[config.mk]
export PLATFORM = sky130hd
export DESIGN_NAME = fcs_flash_sequencer
export DESIGN_NICKNAME = d
export VERILOG_FILES = /design/src/rtl/fcs_pkg.sv /design/src/rtl/fcs_flash_sequencer.sv
export VERILOG_INCLUDE_DIRS = /design/src /design/src/rtl
export SDC_FILE = /design/constraint.sdc
export NUM_CORES = 1
export LEC_CHECK = 0
export ABC_AREA = 1
export BUFFER_PORTS_ARGS = -buffer_cell sky130_fd_sc_hd__buf_2
export CAP_MARGIN = 20
export CORE_MARGIN = 3
export CORE_UTILIZATION = 42
export DETAILED_ROUTE_END_ITERATION = 12
export SLEW_MARGIN = 0
export SYNTH_ARGS = -nofsm -noshare
export SYNTH_HDL_FRONTEND = slang
export SYNTH_SLANG_ARGS = --single-unit
[constraint.sdc]
create_clock -name core_clk -period 5.3 [get_ports core_clk]
set_clock_uncertainty 0.15 [all_clocks]
set_input_delay 0.795 -clock core_clk [delete_from_list [all_inputs] [get_ports core_clk]]
set_output_delay 0.795 -clock core_clk [all_outputs]
set_load 0.01 [all_outputs]
[src/rtl/fcs_defines.svh]
`ifndef FCS_DEFINES_SVH
`define FCS_DEFINES_SVH

// register offsets on the plain register port
`define FCS_OFS_TEMP_LOW 7'h60
`define FCS_OFS_TEMP_HIGH 7'h61
`define FCS_OFS_CMD 7'h62
`define FCS_OFS_PROG_ADDR 7'h70
`define FCS_OFS_PROG_DATA 7'h71
`define FCS_OFS_WAKE_SEL 7'h72
`define FCS_OFS_STATUS 7'h73

// command codes
`define FCS_CMD_PROG_BYTE 8'h0F
`define FCS_CMD_ERASE_P0 8'h40
`define FCS_CMD_ERASE_P1 8'h41
`define FCS_CMD_ERASE_P2 8'h42
`define FCS_CMD_RAM_TO_FLASH 8'h45
`define FCS_CMD_FLASH_TO_RAM 8'h48
`define FCS_CMD_POWER_DOWN 8'hF6

// field positions and reset values
`define FCS_TEMP_HIGH_MSB 2
`define FCS_WAKE_SEL_RESET 3'h7
`define FCS_ERASED_BYTE 8'hFF
`define FCS_PAGE_LAST 5'h1F
`define FCS_LINE_SYNC_RESET 2'h3
`define FCS_LINE_LAST_RESET 1'h1

`endif

[src/rtl/fcs_pkg.sv]
package fcs_pkg;
    // sequencer states
    typedef enum logic [2:0] {
        FCS_IDLE,
        FCS_PROG,
        FCS_ERASE,
        FCS_R2F,
        FCS_F2R,
        FCS_WAIT_SLEEP,
        FCS_SLEEP
    } fcs_state_e;

    // register port request
    typedef struct packed {
        logic [6:0] addr;
        logic [7:0] wdata;
        logic wr;
        logic rd;
    } fcs_req_s;

    // whole state of the sequencer
    typedef struct packed {
        fcs_state_e state;
        logic [7:0] cmd;
        logic [6:0] prog_addr;
        logic [7:0] prog_data;
        logic [2:0] wake_sel;
        logic [1:0] page;
        logic [4:0] idx;
        logic [7:0] rdata;
        logic asleep;
        logic [1:0] line_sync;
        logic line_last;
        logic [1:0] cond_sync;
        logic [10:0] temp;
        logic busy;
    } fcs_state_s;
endpackage
[src/rtl/fcs_flash_sequencer.sv]
`timescale 1ns/1ps
`include "fcs_defines.svh"
// Summary of operation
// RULE_01: written command code selects the operation
// RULE_02: command register clears when operation completes
// RULE_03: program byte ANDs data into addressed byte
// RULE_04: erase page 0 clears bytes 0x00-0x1F
// RULE_05: erase page 1 clears bytes 0x20-0x3F
// RULE_06: erase page 2 clears bytes 0x40-0x5F
// RULE_07: RAM copied into flash page 0 (code ANDs each RAM byte into the old page 0 byte)
// RULE_08: flash page 0 copied into RAM
// RULE_09: power-down sleeps once wake condition met
// RULE_10: sleep ends on any host line edge
// RULE_11: temperature is 11-bit quarter-kelvin value
// RULE_12: temperature is high[2:0] then low[7:0]
// RULE_13: reserved high bits read zero after reset
// RULE_14: host masks reserved high temperature bits
// RULE_15: wake bits reset ones; zero means immediate sleep
// RULE_16: host waits for zero command before next
module fcs_flash_sequencer
    import fcs_pkg::*;
(
    input wire logic core_clk,
    input wire logic resetn,
    // register port
    input wire fcs_req_s reg_req,
    output logic [7:0] reg_rdata,
    // die temperature sample from the converter
    input wire logic [10:0] die_temp_sample,
    // sense-voltage-below-threshold from the analog front end, asynchronous
    input wire logic wake_cond_met,
    // single-wire host line, asynchronous pin
    input wire logic single_wire_host_line,
    // sleep status to power control
    output logic sleep_mode,
    // busy indication
    output logic cmd_busy
);

    // ********************************************************************
    // storage
    // ********************************************************************
    logic [7:0] flash_mem [0:95]; // three 32-byte pages
    logic [7:0] ram_mem [0:31]; // general purpose ram

    // whole sequencer state sits in one registered struct
    fcs_state_s cur_q; // registered state
    fcs_state_s nxt_d; // next state

    logic [6:0] erase_addr; // byte being erased
    logic [7:0] prog_old; // addressed flash byte
    logic [7:0] flash_p0; // page 0 byte at index
    logic [7:0] ram_byte; // ram byte at index
    logic line_edge; // transition seen on host line

    // ********************************************************************
    // helpers
    // ********************************************************************
    // page base address for erase
    function automatic logic [6:0] page_base(input logic [1:0] page);
        page_base = {page, 5'h00};
    endfunction

    // register port address decode
    function automatic logic is_ofs(input logic [6:0] addr, input logic [6:0] ofs);
        is_ofs = (addr == ofs);
    endfunction

    // page base plus running index, pages never overlap
    assign erase_addr = page_base(cur_q.page) | {2'b00, cur_q.idx};
    // old byte read back for the and-programming
    assign prog_old = flash_mem[cur_q.prog_addr];
    assign flash_p0 = flash_mem[{2'b00, cur_q.idx}];
    assign ram_byte = ram_mem[cur_q.idx];
    // either polarity: synced level against its last copy
    assign line_edge = cur_q.line_sync[1] ^ cur_q.line_last;

    // ********************************************************************
    // next state
    // ********************************************************************
    // one copy of the state filled here, registered below
    always_comb
    begin
        nxt_d = cur_q;
        // pin synchronisers; first stage only feeds second stage
        nxt_d.line_sync = {cur_q.line_sync[0], single_wire_host_line};
        nxt_d.line_last = cur_q.line_sync[1];
        nxt_d.cond_sync = {cur_q.cond_sync[0], wake_cond_met};
        // RULE_11: sample quarter-kelvin temperature
        nxt_d.temp = die_temp_sample;
        nxt_d.rdata = 8'h00;

        // register reads, data valid next cycle
        // reads never stall the master
        if (reg_req.rd)
        begin
            if (is_ofs(reg_req.addr, `FCS_OFS_TEMP_LOW))
            begin
                // RULE_12: low byte of value
                nxt_d.rdata = cur_q.temp[7:0];
            end
            else if (is_ofs(reg_req.addr, `FCS_OFS_TEMP_HIGH))
            begin
                // RULE_13: reserved upper bits read zero
                nxt_d.rdata = {5'h00, cur_q.temp[10:8]};
            end
            else if (is_ofs(reg_req.addr, `FCS_OFS_CMD))
            begin
                nxt_d.rdata = cur_q.cmd;
            end
            else if (is_ofs(reg_req.addr, `FCS_OFS_PROG_ADDR))
            begin
                nxt_d.rdata = {1'b0, cur_q.prog_addr};
            end
            else if (is_ofs(reg_req.addr, `FCS_OFS_PROG_DATA))
            begin
                nxt_d.rdata = cur_q.prog_data;
            end
            else if (is_ofs(reg_req.addr, `FCS_OFS_WAKE_SEL))
            begin
                nxt_d.rdata = {5'h00, cur_q.wake_sel};
            end
            else if (is_ofs(reg_req.addr, `FCS_OFS_STATUS))
            begin
                nxt_d.rdata = {6'h00, cur_q.asleep, cur_q.state != FCS_IDLE};
            end
            else
            begin
                // unmapped reads zero
                nxt_d.rdata = 8'h00;
            end
        end

        // register writes; operand registers locked while busy
        // a pending command counts as busy, so it cannot be overwritten
        if (reg_req.wr && !cur_q.busy)
        begin
            if (is_ofs(reg_req.addr, `FCS_OFS_CMD))
            begin
                nxt_d.cmd = reg_req.wdata;
            end
            else if (is_ofs(reg_req.addr, `FCS_OFS_PROG_ADDR))
            begin
                nxt_d.prog_addr = reg_req.wdata[6:0];
            end
            else if (is_ofs(reg_req.addr, `FCS_OFS_PROG_DATA))
            begin
                nxt_d.prog_data = reg_req.wdata;
            end
            else if (is_ofs(reg_req.addr, `FCS_OFS_WAKE_SEL))
            begin
                nxt_d.wake_sel = reg_req.wdata[2:0];
            end
        end

        case (cur_q.state)
            FCS_IDLE:
            begin
                nxt_d.idx = 5'h00;
                // RULE_01: decode written command
                case (cur_q.cmd)
                    `FCS_CMD_PROG_BYTE: nxt_d.state = FCS_PROG;
                    // RULE_04: page 0 erase
                    `FCS_CMD_ERASE_P0:
                    begin
                        nxt_d.page = 2'h0;
                        nxt_d.state = FCS_ERASE;
                    end
                    // RULE_05: page 1 erase
                    `FCS_CMD_ERASE_P1:
                    begin
                        nxt_d.page = 2'h1;
                        nxt_d.state = FCS_ERASE;
                    end
                    // RULE_06: page 2 erase
                    `FCS_CMD_ERASE_P2:
                    begin
                        nxt_d.page = 2'h2;
                        nxt_d.state = FCS_ERASE;
                    end
                    `FCS_CMD_RAM_TO_FLASH: nxt_d.state = FCS_R2F;
                    `FCS_CMD_FLASH_TO_RAM: nxt_d.state = FCS_F2R;
                    `FCS_CMD_POWER_DOWN: nxt_d.state = FCS_WAIT_SLEEP;
                    // unknown code: drop it and stay idle
                    default:
                    begin
                        // a zero code is left alone so a fresh write lands
                        if (cur_q.cmd != 8'h00)
                        begin
                            nxt_d.cmd = 8'h00;
                        end
                    end
                endcase
            end
            FCS_PROG:
            begin
                // single-cycle operation, the array write happens below
                // RULE_02: done, clear command
                nxt_d.cmd = 8'h00;
                nxt_d.state = FCS_IDLE;
            end
            FCS_ERASE, FCS_R2F, FCS_F2R:
            begin
                // one byte per cycle over the page
                // index wraps to zero after the last byte
                nxt_d.idx = cur_q.idx + 5'h01;
                if (cur_q.idx == `FCS_PAGE_LAST)
                begin
                    // RULE_02: done, clear command
                    nxt_d.cmd = 8'h00;
                    nxt_d.state = FCS_IDLE;
                end
            end
            FCS_WAIT_SLEEP:
            begin
                // RULE_15: all-zero threshold sleeps at once
                // RULE_09: wait for wake condition
                // condition arrives through the two-flop synchroniser
                if (cur_q.wake_sel == 3'h0 || cur_q.cond_sync[1])
                begin
                    nxt_d.asleep = 1'b1;
                    nxt_d.state = FCS_SLEEP;
                end
            end
            FCS_SLEEP:
            begin
                // RULE_10: any host line edge wakes
                // waking also ends the power-down command
                if (line_edge)
                begin
                    nxt_d.asleep = 1'b0;
                    nxt_d.cmd = 8'h00;
                    nxt_d.state = FCS_IDLE;
                end
            end
            default: nxt_d.state = FCS_IDLE;
        endcase
        // busy kept in a flip-flop so the output needs no gate
        nxt_d.busy = (nxt_d.state != FCS_IDLE) || (nxt_d.cmd != 8'h00);
    end

    // ********************************************************************
    // state register
    // ********************************************************************
    // synchronous reset, active low
    always_ff @(posedge core_clk)
    begin
        if (!resetn)
        begin
            cur_q <= '0;
            cur_q.state <= FCS_IDLE;
            // RULE_15: thresholds reset to ones
            cur_q.wake_sel <= `FCS_WAKE_SEL_RESET;
            // host line idles high: detector starts there, no false wake
            cur_q.line_sync <= `FCS_LINE_SYNC_RESET;
            cur_q.line_last <= `FCS_LINE_LAST_RESET;
        end
        else
        begin
            cur_q <= nxt_d;
        end
    end

    // ********************************************************************
    // memory writes, no reset on arrays
    // ********************************************************************
    // outside erase, flash can only lose ones: programming ands into the old byte
    // arrays carry no reset, contents unknown until erased or written
    always_ff @(posedge core_clk)
    begin
        if (resetn && cur_q.state == FCS_PROG)
        begin
            // RULE_03: program can only clear bits
            flash_mem[cur_q.prog_addr] <= prog_old & cur_q.prog_data;
        end
        if (resetn && cur_q.state == FCS_ERASE)
        begin
            // RULE_04: erased bytes read all ones
            flash_mem[erase_addr] <= `FCS_ERASED_BYTE;
        end
        if (resetn && cur_q.state == FCS_R2F)
        begin
            // RULE_07: ram into page 0
            flash_mem[{2'b00, cur_q.idx}] <= flash_p0 & ram_byte;
        end
        if (resetn && cur_q.state == FCS_F2R)
        begin
            // RULE_08: page 0 into ram
            ram_mem[cur_q.idx] <= flash_p0;
        end
    end

    // ********************************************************************
    // outputs straight from flip-flops
    // ********************************************************************
    // read answer stands one cycle, then drops to zero
    assign reg_rdata = cur_q.rdata;
    assign sleep_mode = cur_q.asleep;
    // busy comes from its own flip-flop, not from gates
    assign cmd_busy = cur_q.busy;

endmodule // fcs_flash_sequencer

# Yosys cells after proc, flatten, opt, wreduce, memory -nomap -nowiden
# Index checks and enable logic that the tools add are counted.
# word_totals
register_bits	60
out_inout_bits	10
elab_cells	88
# classes
n_addsub	1
eq_ne	23
n_mux	27
bitwise_logic	4
n_reduce_logical	20
# ops
op	n
$mux 8	9
$eq 7x7->1 const B	7
$eq 8x7->1 const B	5
$mux 11	3
$pmux 8 s4	1
$mux 26	1
$mux 18	1
$reduce_bool 8->1	2
$pmux 3 s5	1
$mux 3	4
$pmux 3 s4	1
$pmux 5 s2	1
$eq 3x3->1 const B	3
$eq 8x4->1 const B	1
$eq 8x8->1 const B	1
$mux 7	1
$reduce_or 7->1	1
$eq 3x2->1 const B	2
$logic_not 3->1	2
$reduce_and 3->1	2
$reduce_bool 3->1	2
$reduce_or 3->1	2
$add 5x1->5 const B	1
$eq 5x5->1 const B	1
14 further kinds	20

# Longest topological paths before layout
# logic_depth
ltp_word	11
ltp_mapped	14
depth_no_buf	13

# Worst setup path after synthesis
# Ideal clock, no wire load.
# synth_timing
path_kind	in2reg
startpoint	in reg_req[13] in the netlist's numbering
endpoint	reg cur_q, in the netlist cmd_busy
setup_time_ns	0.119
arrival_ns	1.721
required_time_ns	5.031
path_slack_ns	3.309
path_stages	10
cell_sequence	nor2_2 -> nand3_1 -> nor2_2 -> nand2_2 -> nand2_1 -> nand2_1 -> o21ai_0 -> nand2_2 -> nor2_1 -> a21oi_1
# synth_via
elab_chain_len	8
elab_cells_between_ends	10
cone_classes	1 x eq/ne; 7 x mux; 2 x reduce/logical
# synth_lines
element	line_no	text
start: declaration	fcs_flash_sequencer.sv:26	input wire fcs_req_s reg_req,
$eq 7x7->1 *	fcs_flash_sequencer.sv:66	is_ofs = (addr == ofs);
$mux 8 *	fcs_flash_sequencer.sv:138	if (is_ofs(reg_req.addr, `FCS_OFS_CMD))
$mux 26 *	fcs_flash_sequencer.sv:136	if (reg_req.wr && !cur_q.busy)
$mux 8	fcs_flash_sequencer.sv:188	if (cur_q.cmd != 8'h00)
$mux 8	fcs_flash_sequencer.sv:161	case (cur_q.cmd)
$pmux 8 s4 *	fcs_flash_sequencer.sv:156	case (cur_q.state)
$reduce_bool 8->1 *	fcs_flash_sequencer.sv:239	nxt_d.busy = (nxt_d.state != FCS_IDLE) || (nxt_d.cmd != 8'h00);
$logic_or 1x1->1 *	fcs_flash_sequencer.sv:239	
end signal: assignment	fcs_flash_sequencer.sv:260	cur_q <= nxt_d;
end: declaration	fcs_flash_sequencer.sv:47	fcs_state_s cur_q;
# Mark *: on every way between the ends. The rest lies on a longest branch, timed or not.
# A chain may end at the register's enable or synchronous reset.

# Final worst setup path
# Ends and elaborated chain as after synthesis.

==> metrics.cfg <==
[outcome]
status=finished clean

[detailed_routing]
vias=2587
drt_iter0_drc=157
drc=0
drt_wl_total_microns=6630
first_pass_iters=5
viasPerCell=5.04
ant_nets=0
wire_per_inst_microns=12.9

[worst_setup_path]
reg2reg_slack_ps=3250
r2r-start=cmd_busy
arrival_ps=2350
worstPathRequired_ps=5340
crit_path_end_kind=flop
crit_start=reg_req[13]
critical_path_class=input pin to flop
crit-reg2reg-capture=cmd_busy
setup.worst_path.start_class=input pin
r2r_cells=8
cp-endpoint=cmd_busy
crit_fanout=11

[layout]
final_area_sq_um=3200
final_cell_count_no_fill=513
fillCellCount=675
final_core_util_pct=49.8
diodes=0
synthToLayoutAreaGrowth_pct=13.2
drive_gt1_share_pct=20.6
final_nets=466

[clocking]
clkSinkCount=60
cts_resized=0
post_cts_buffers=0
worstSkewPairLatency_ps=330
numCtsBuffers=9
htree_levels=3
clk_pin_slew_ps=60
hold_buffers=0
cts.path.max_buffers=2
clock-root-buffer=clkbuf_8
cts_tree=done

[global_route]
grtUsageTotal_pct=18.1
grt_pass1_vias=2312
grt_pass1_wl_microns=10700
gr-total-overflow=0
antenna_found_initial=0
grt_max_degree=33

[floorplan]
die_area_sq_um=7740
die_w_microns=88
start_util_pct=44.0
core_area_sq_um=6420
core.rowCount=29
die_y_microns=88
ioPinCount=42

[yosys]
yosysTopAreaCell=dfxtp_1
synth_warnings=0
synth_compound_area_share_pct=13.5
synth_edf_count=0
synthAdderAreaFrac_pct=0.886
synth-xor-area-share_pct=0.620
yosysTopAreaCellShare_pct=42.5
muxShareOfSynthArea_pct=0
synthesis.area_sq_um=2820
ys.flop_type=dfxtp_1
seq_area_frac_synth_pct=42.5
avgSynthCellArea_sq_um=7.10
syn_inst=398
yosysMostFrequentCell=nand2_1
async_reset_ff_share_pct=0
synth_cell_types=34
synth_nets=432
ys_seq_elements=60
yosys-top-cells-area=dfxtp_1 (43%), nand2_1 (13%), nor2_1 (6.2%)
synthTopCellsByCount=nand2_1 (95), dfxtp_1 (60), nor2_1 (47)
synth_top_family_by_area=simple AND/OR/NAND/NOR gates
yosys.area_share.simple_pct=31.1

[place]
portBuffers=41
place_area_sq_um=3010
hpwl_microns=4810
dp.cells=498
place.gp.congestion=0.838

[timing]
hold_viol=0
worst_slew_pin_slew_ps=705
drv_slew=0
rsz0062_at_grt=false
fin_crit_ps=2310
finalSetupViolCount=0
fmax_mhz=432
fin_setup_tns_ps=0
period_share_pct=43.7
max_slew_margin_pct=53.0

[power]
vdd_drop_max_uv=145
power_density_nw_per_um2=278
p_leak_nw=1.46

[min_path]
hold_class=flop to flop

[flow_run]
maxCapViolations=0

logic make-up after synthesis:
kind of cell	Yosys count
DFF	60
buffers and inverters	73
and+or+nand+nor	198
adders and majority gates	2
AOI/OAI and AO/OA	63
xor gates and xnor gates	2
area by class of cell:
class	count	area, sq um	area share (%)
multi-input cells	265	1300	40.7
clock inverters	1	5.00	0.156
inverters	55	206	6.46
well taps	77	96.3	3.01
flip-flops and latches	60	1200	37.6
repair buffers	41	205	6.42
clock buffers	14	183	5.71
power by group:
part	internal, mW	switching (mW)	leakage [nW]	total, mW
clock network	0.218	0.169	0.0986	0.387
registers	0.458	0.00252	0.487	0.460
logic	0.0149	0.0269	0.879	0.0418
per-stage QoR:
step	hold WS [ps]	setup slack (ps)	total power [mW]
floorplan	240	3310	0.492
global placement	244	2730	0.511
detailed placement	250	2660	0.512
CTS	266	3000	0.897
global route	283	2750	0.924
finish	262	2990	0.889
registers in the layout, summed over array words and instances, names as in the netlist:
register,count
cmd_busy,1
cur_q,50
reg_rdata,8
sleep_mode,1
worst min-delay path by stage:
stage / from / end / slack (ps) / depth (start not counted)
3_3_place_gp: cur_q[12] / cur_q[13] / 240 / 2
3_5_place_dp: cur_q[15] / cur_q[16] / 250 / 1
6_report: cur_q[15] / cur_q[16] / 260 / 1
2_1_floorplan: cur_q[12] / cur_q[13] / 240 / 2
4_1_cts: cur_q[15] / cur_q[16] / 270 / 1
5_1_grt: cur_q[12] / cur_q[13] / 280 / 2
cell usage in the layout, fill, tap and decap left out:
master	instances
a21boi_0	1
a21oi_1	19
a221oi_1	5
a31oi_1	1
a41oi_1	1
buf_2	41
clkbuf_1	1
clkbuf_8	13
clkinv_2	1
dfxtp_1	60
ha_1	2
inv_1	45
inv_2	10
nand2_1	95
nand2_2	5
nand2_4	4
nand3_1	26
nand3b_1	1
nand4_1	3
nor2_1	47
nor2_2	9
nor2_4	1
nor3_1	2
nor3_2	1
nor4_1	1
o211ai_1	5
o21a_1	2
o21ai_0	15
o21ai_1	7
o21ai_2	2
o221ai_1	3
o22ai_1	2
or2_2	3
xor2_1	2
worst max-delay path, cell delays in order:
cell,delay (ps)
buf_2,110
nor2_2,140
nand3_1,100
nor2_2,380
nand2_2,210
nand2_1,110
nand2_1,70
o21ai_0,210
nand2_2,60
nor2_1,110
a21oi_1,70
layer usage:
metal  GRT usage, %  routed length, microns
met2           27.8                    2890
met4           7.11                     131
met5              0                       0
met1           24.2                    3240
met3           4.80                     372
Power figures use the tool's default switching activity.
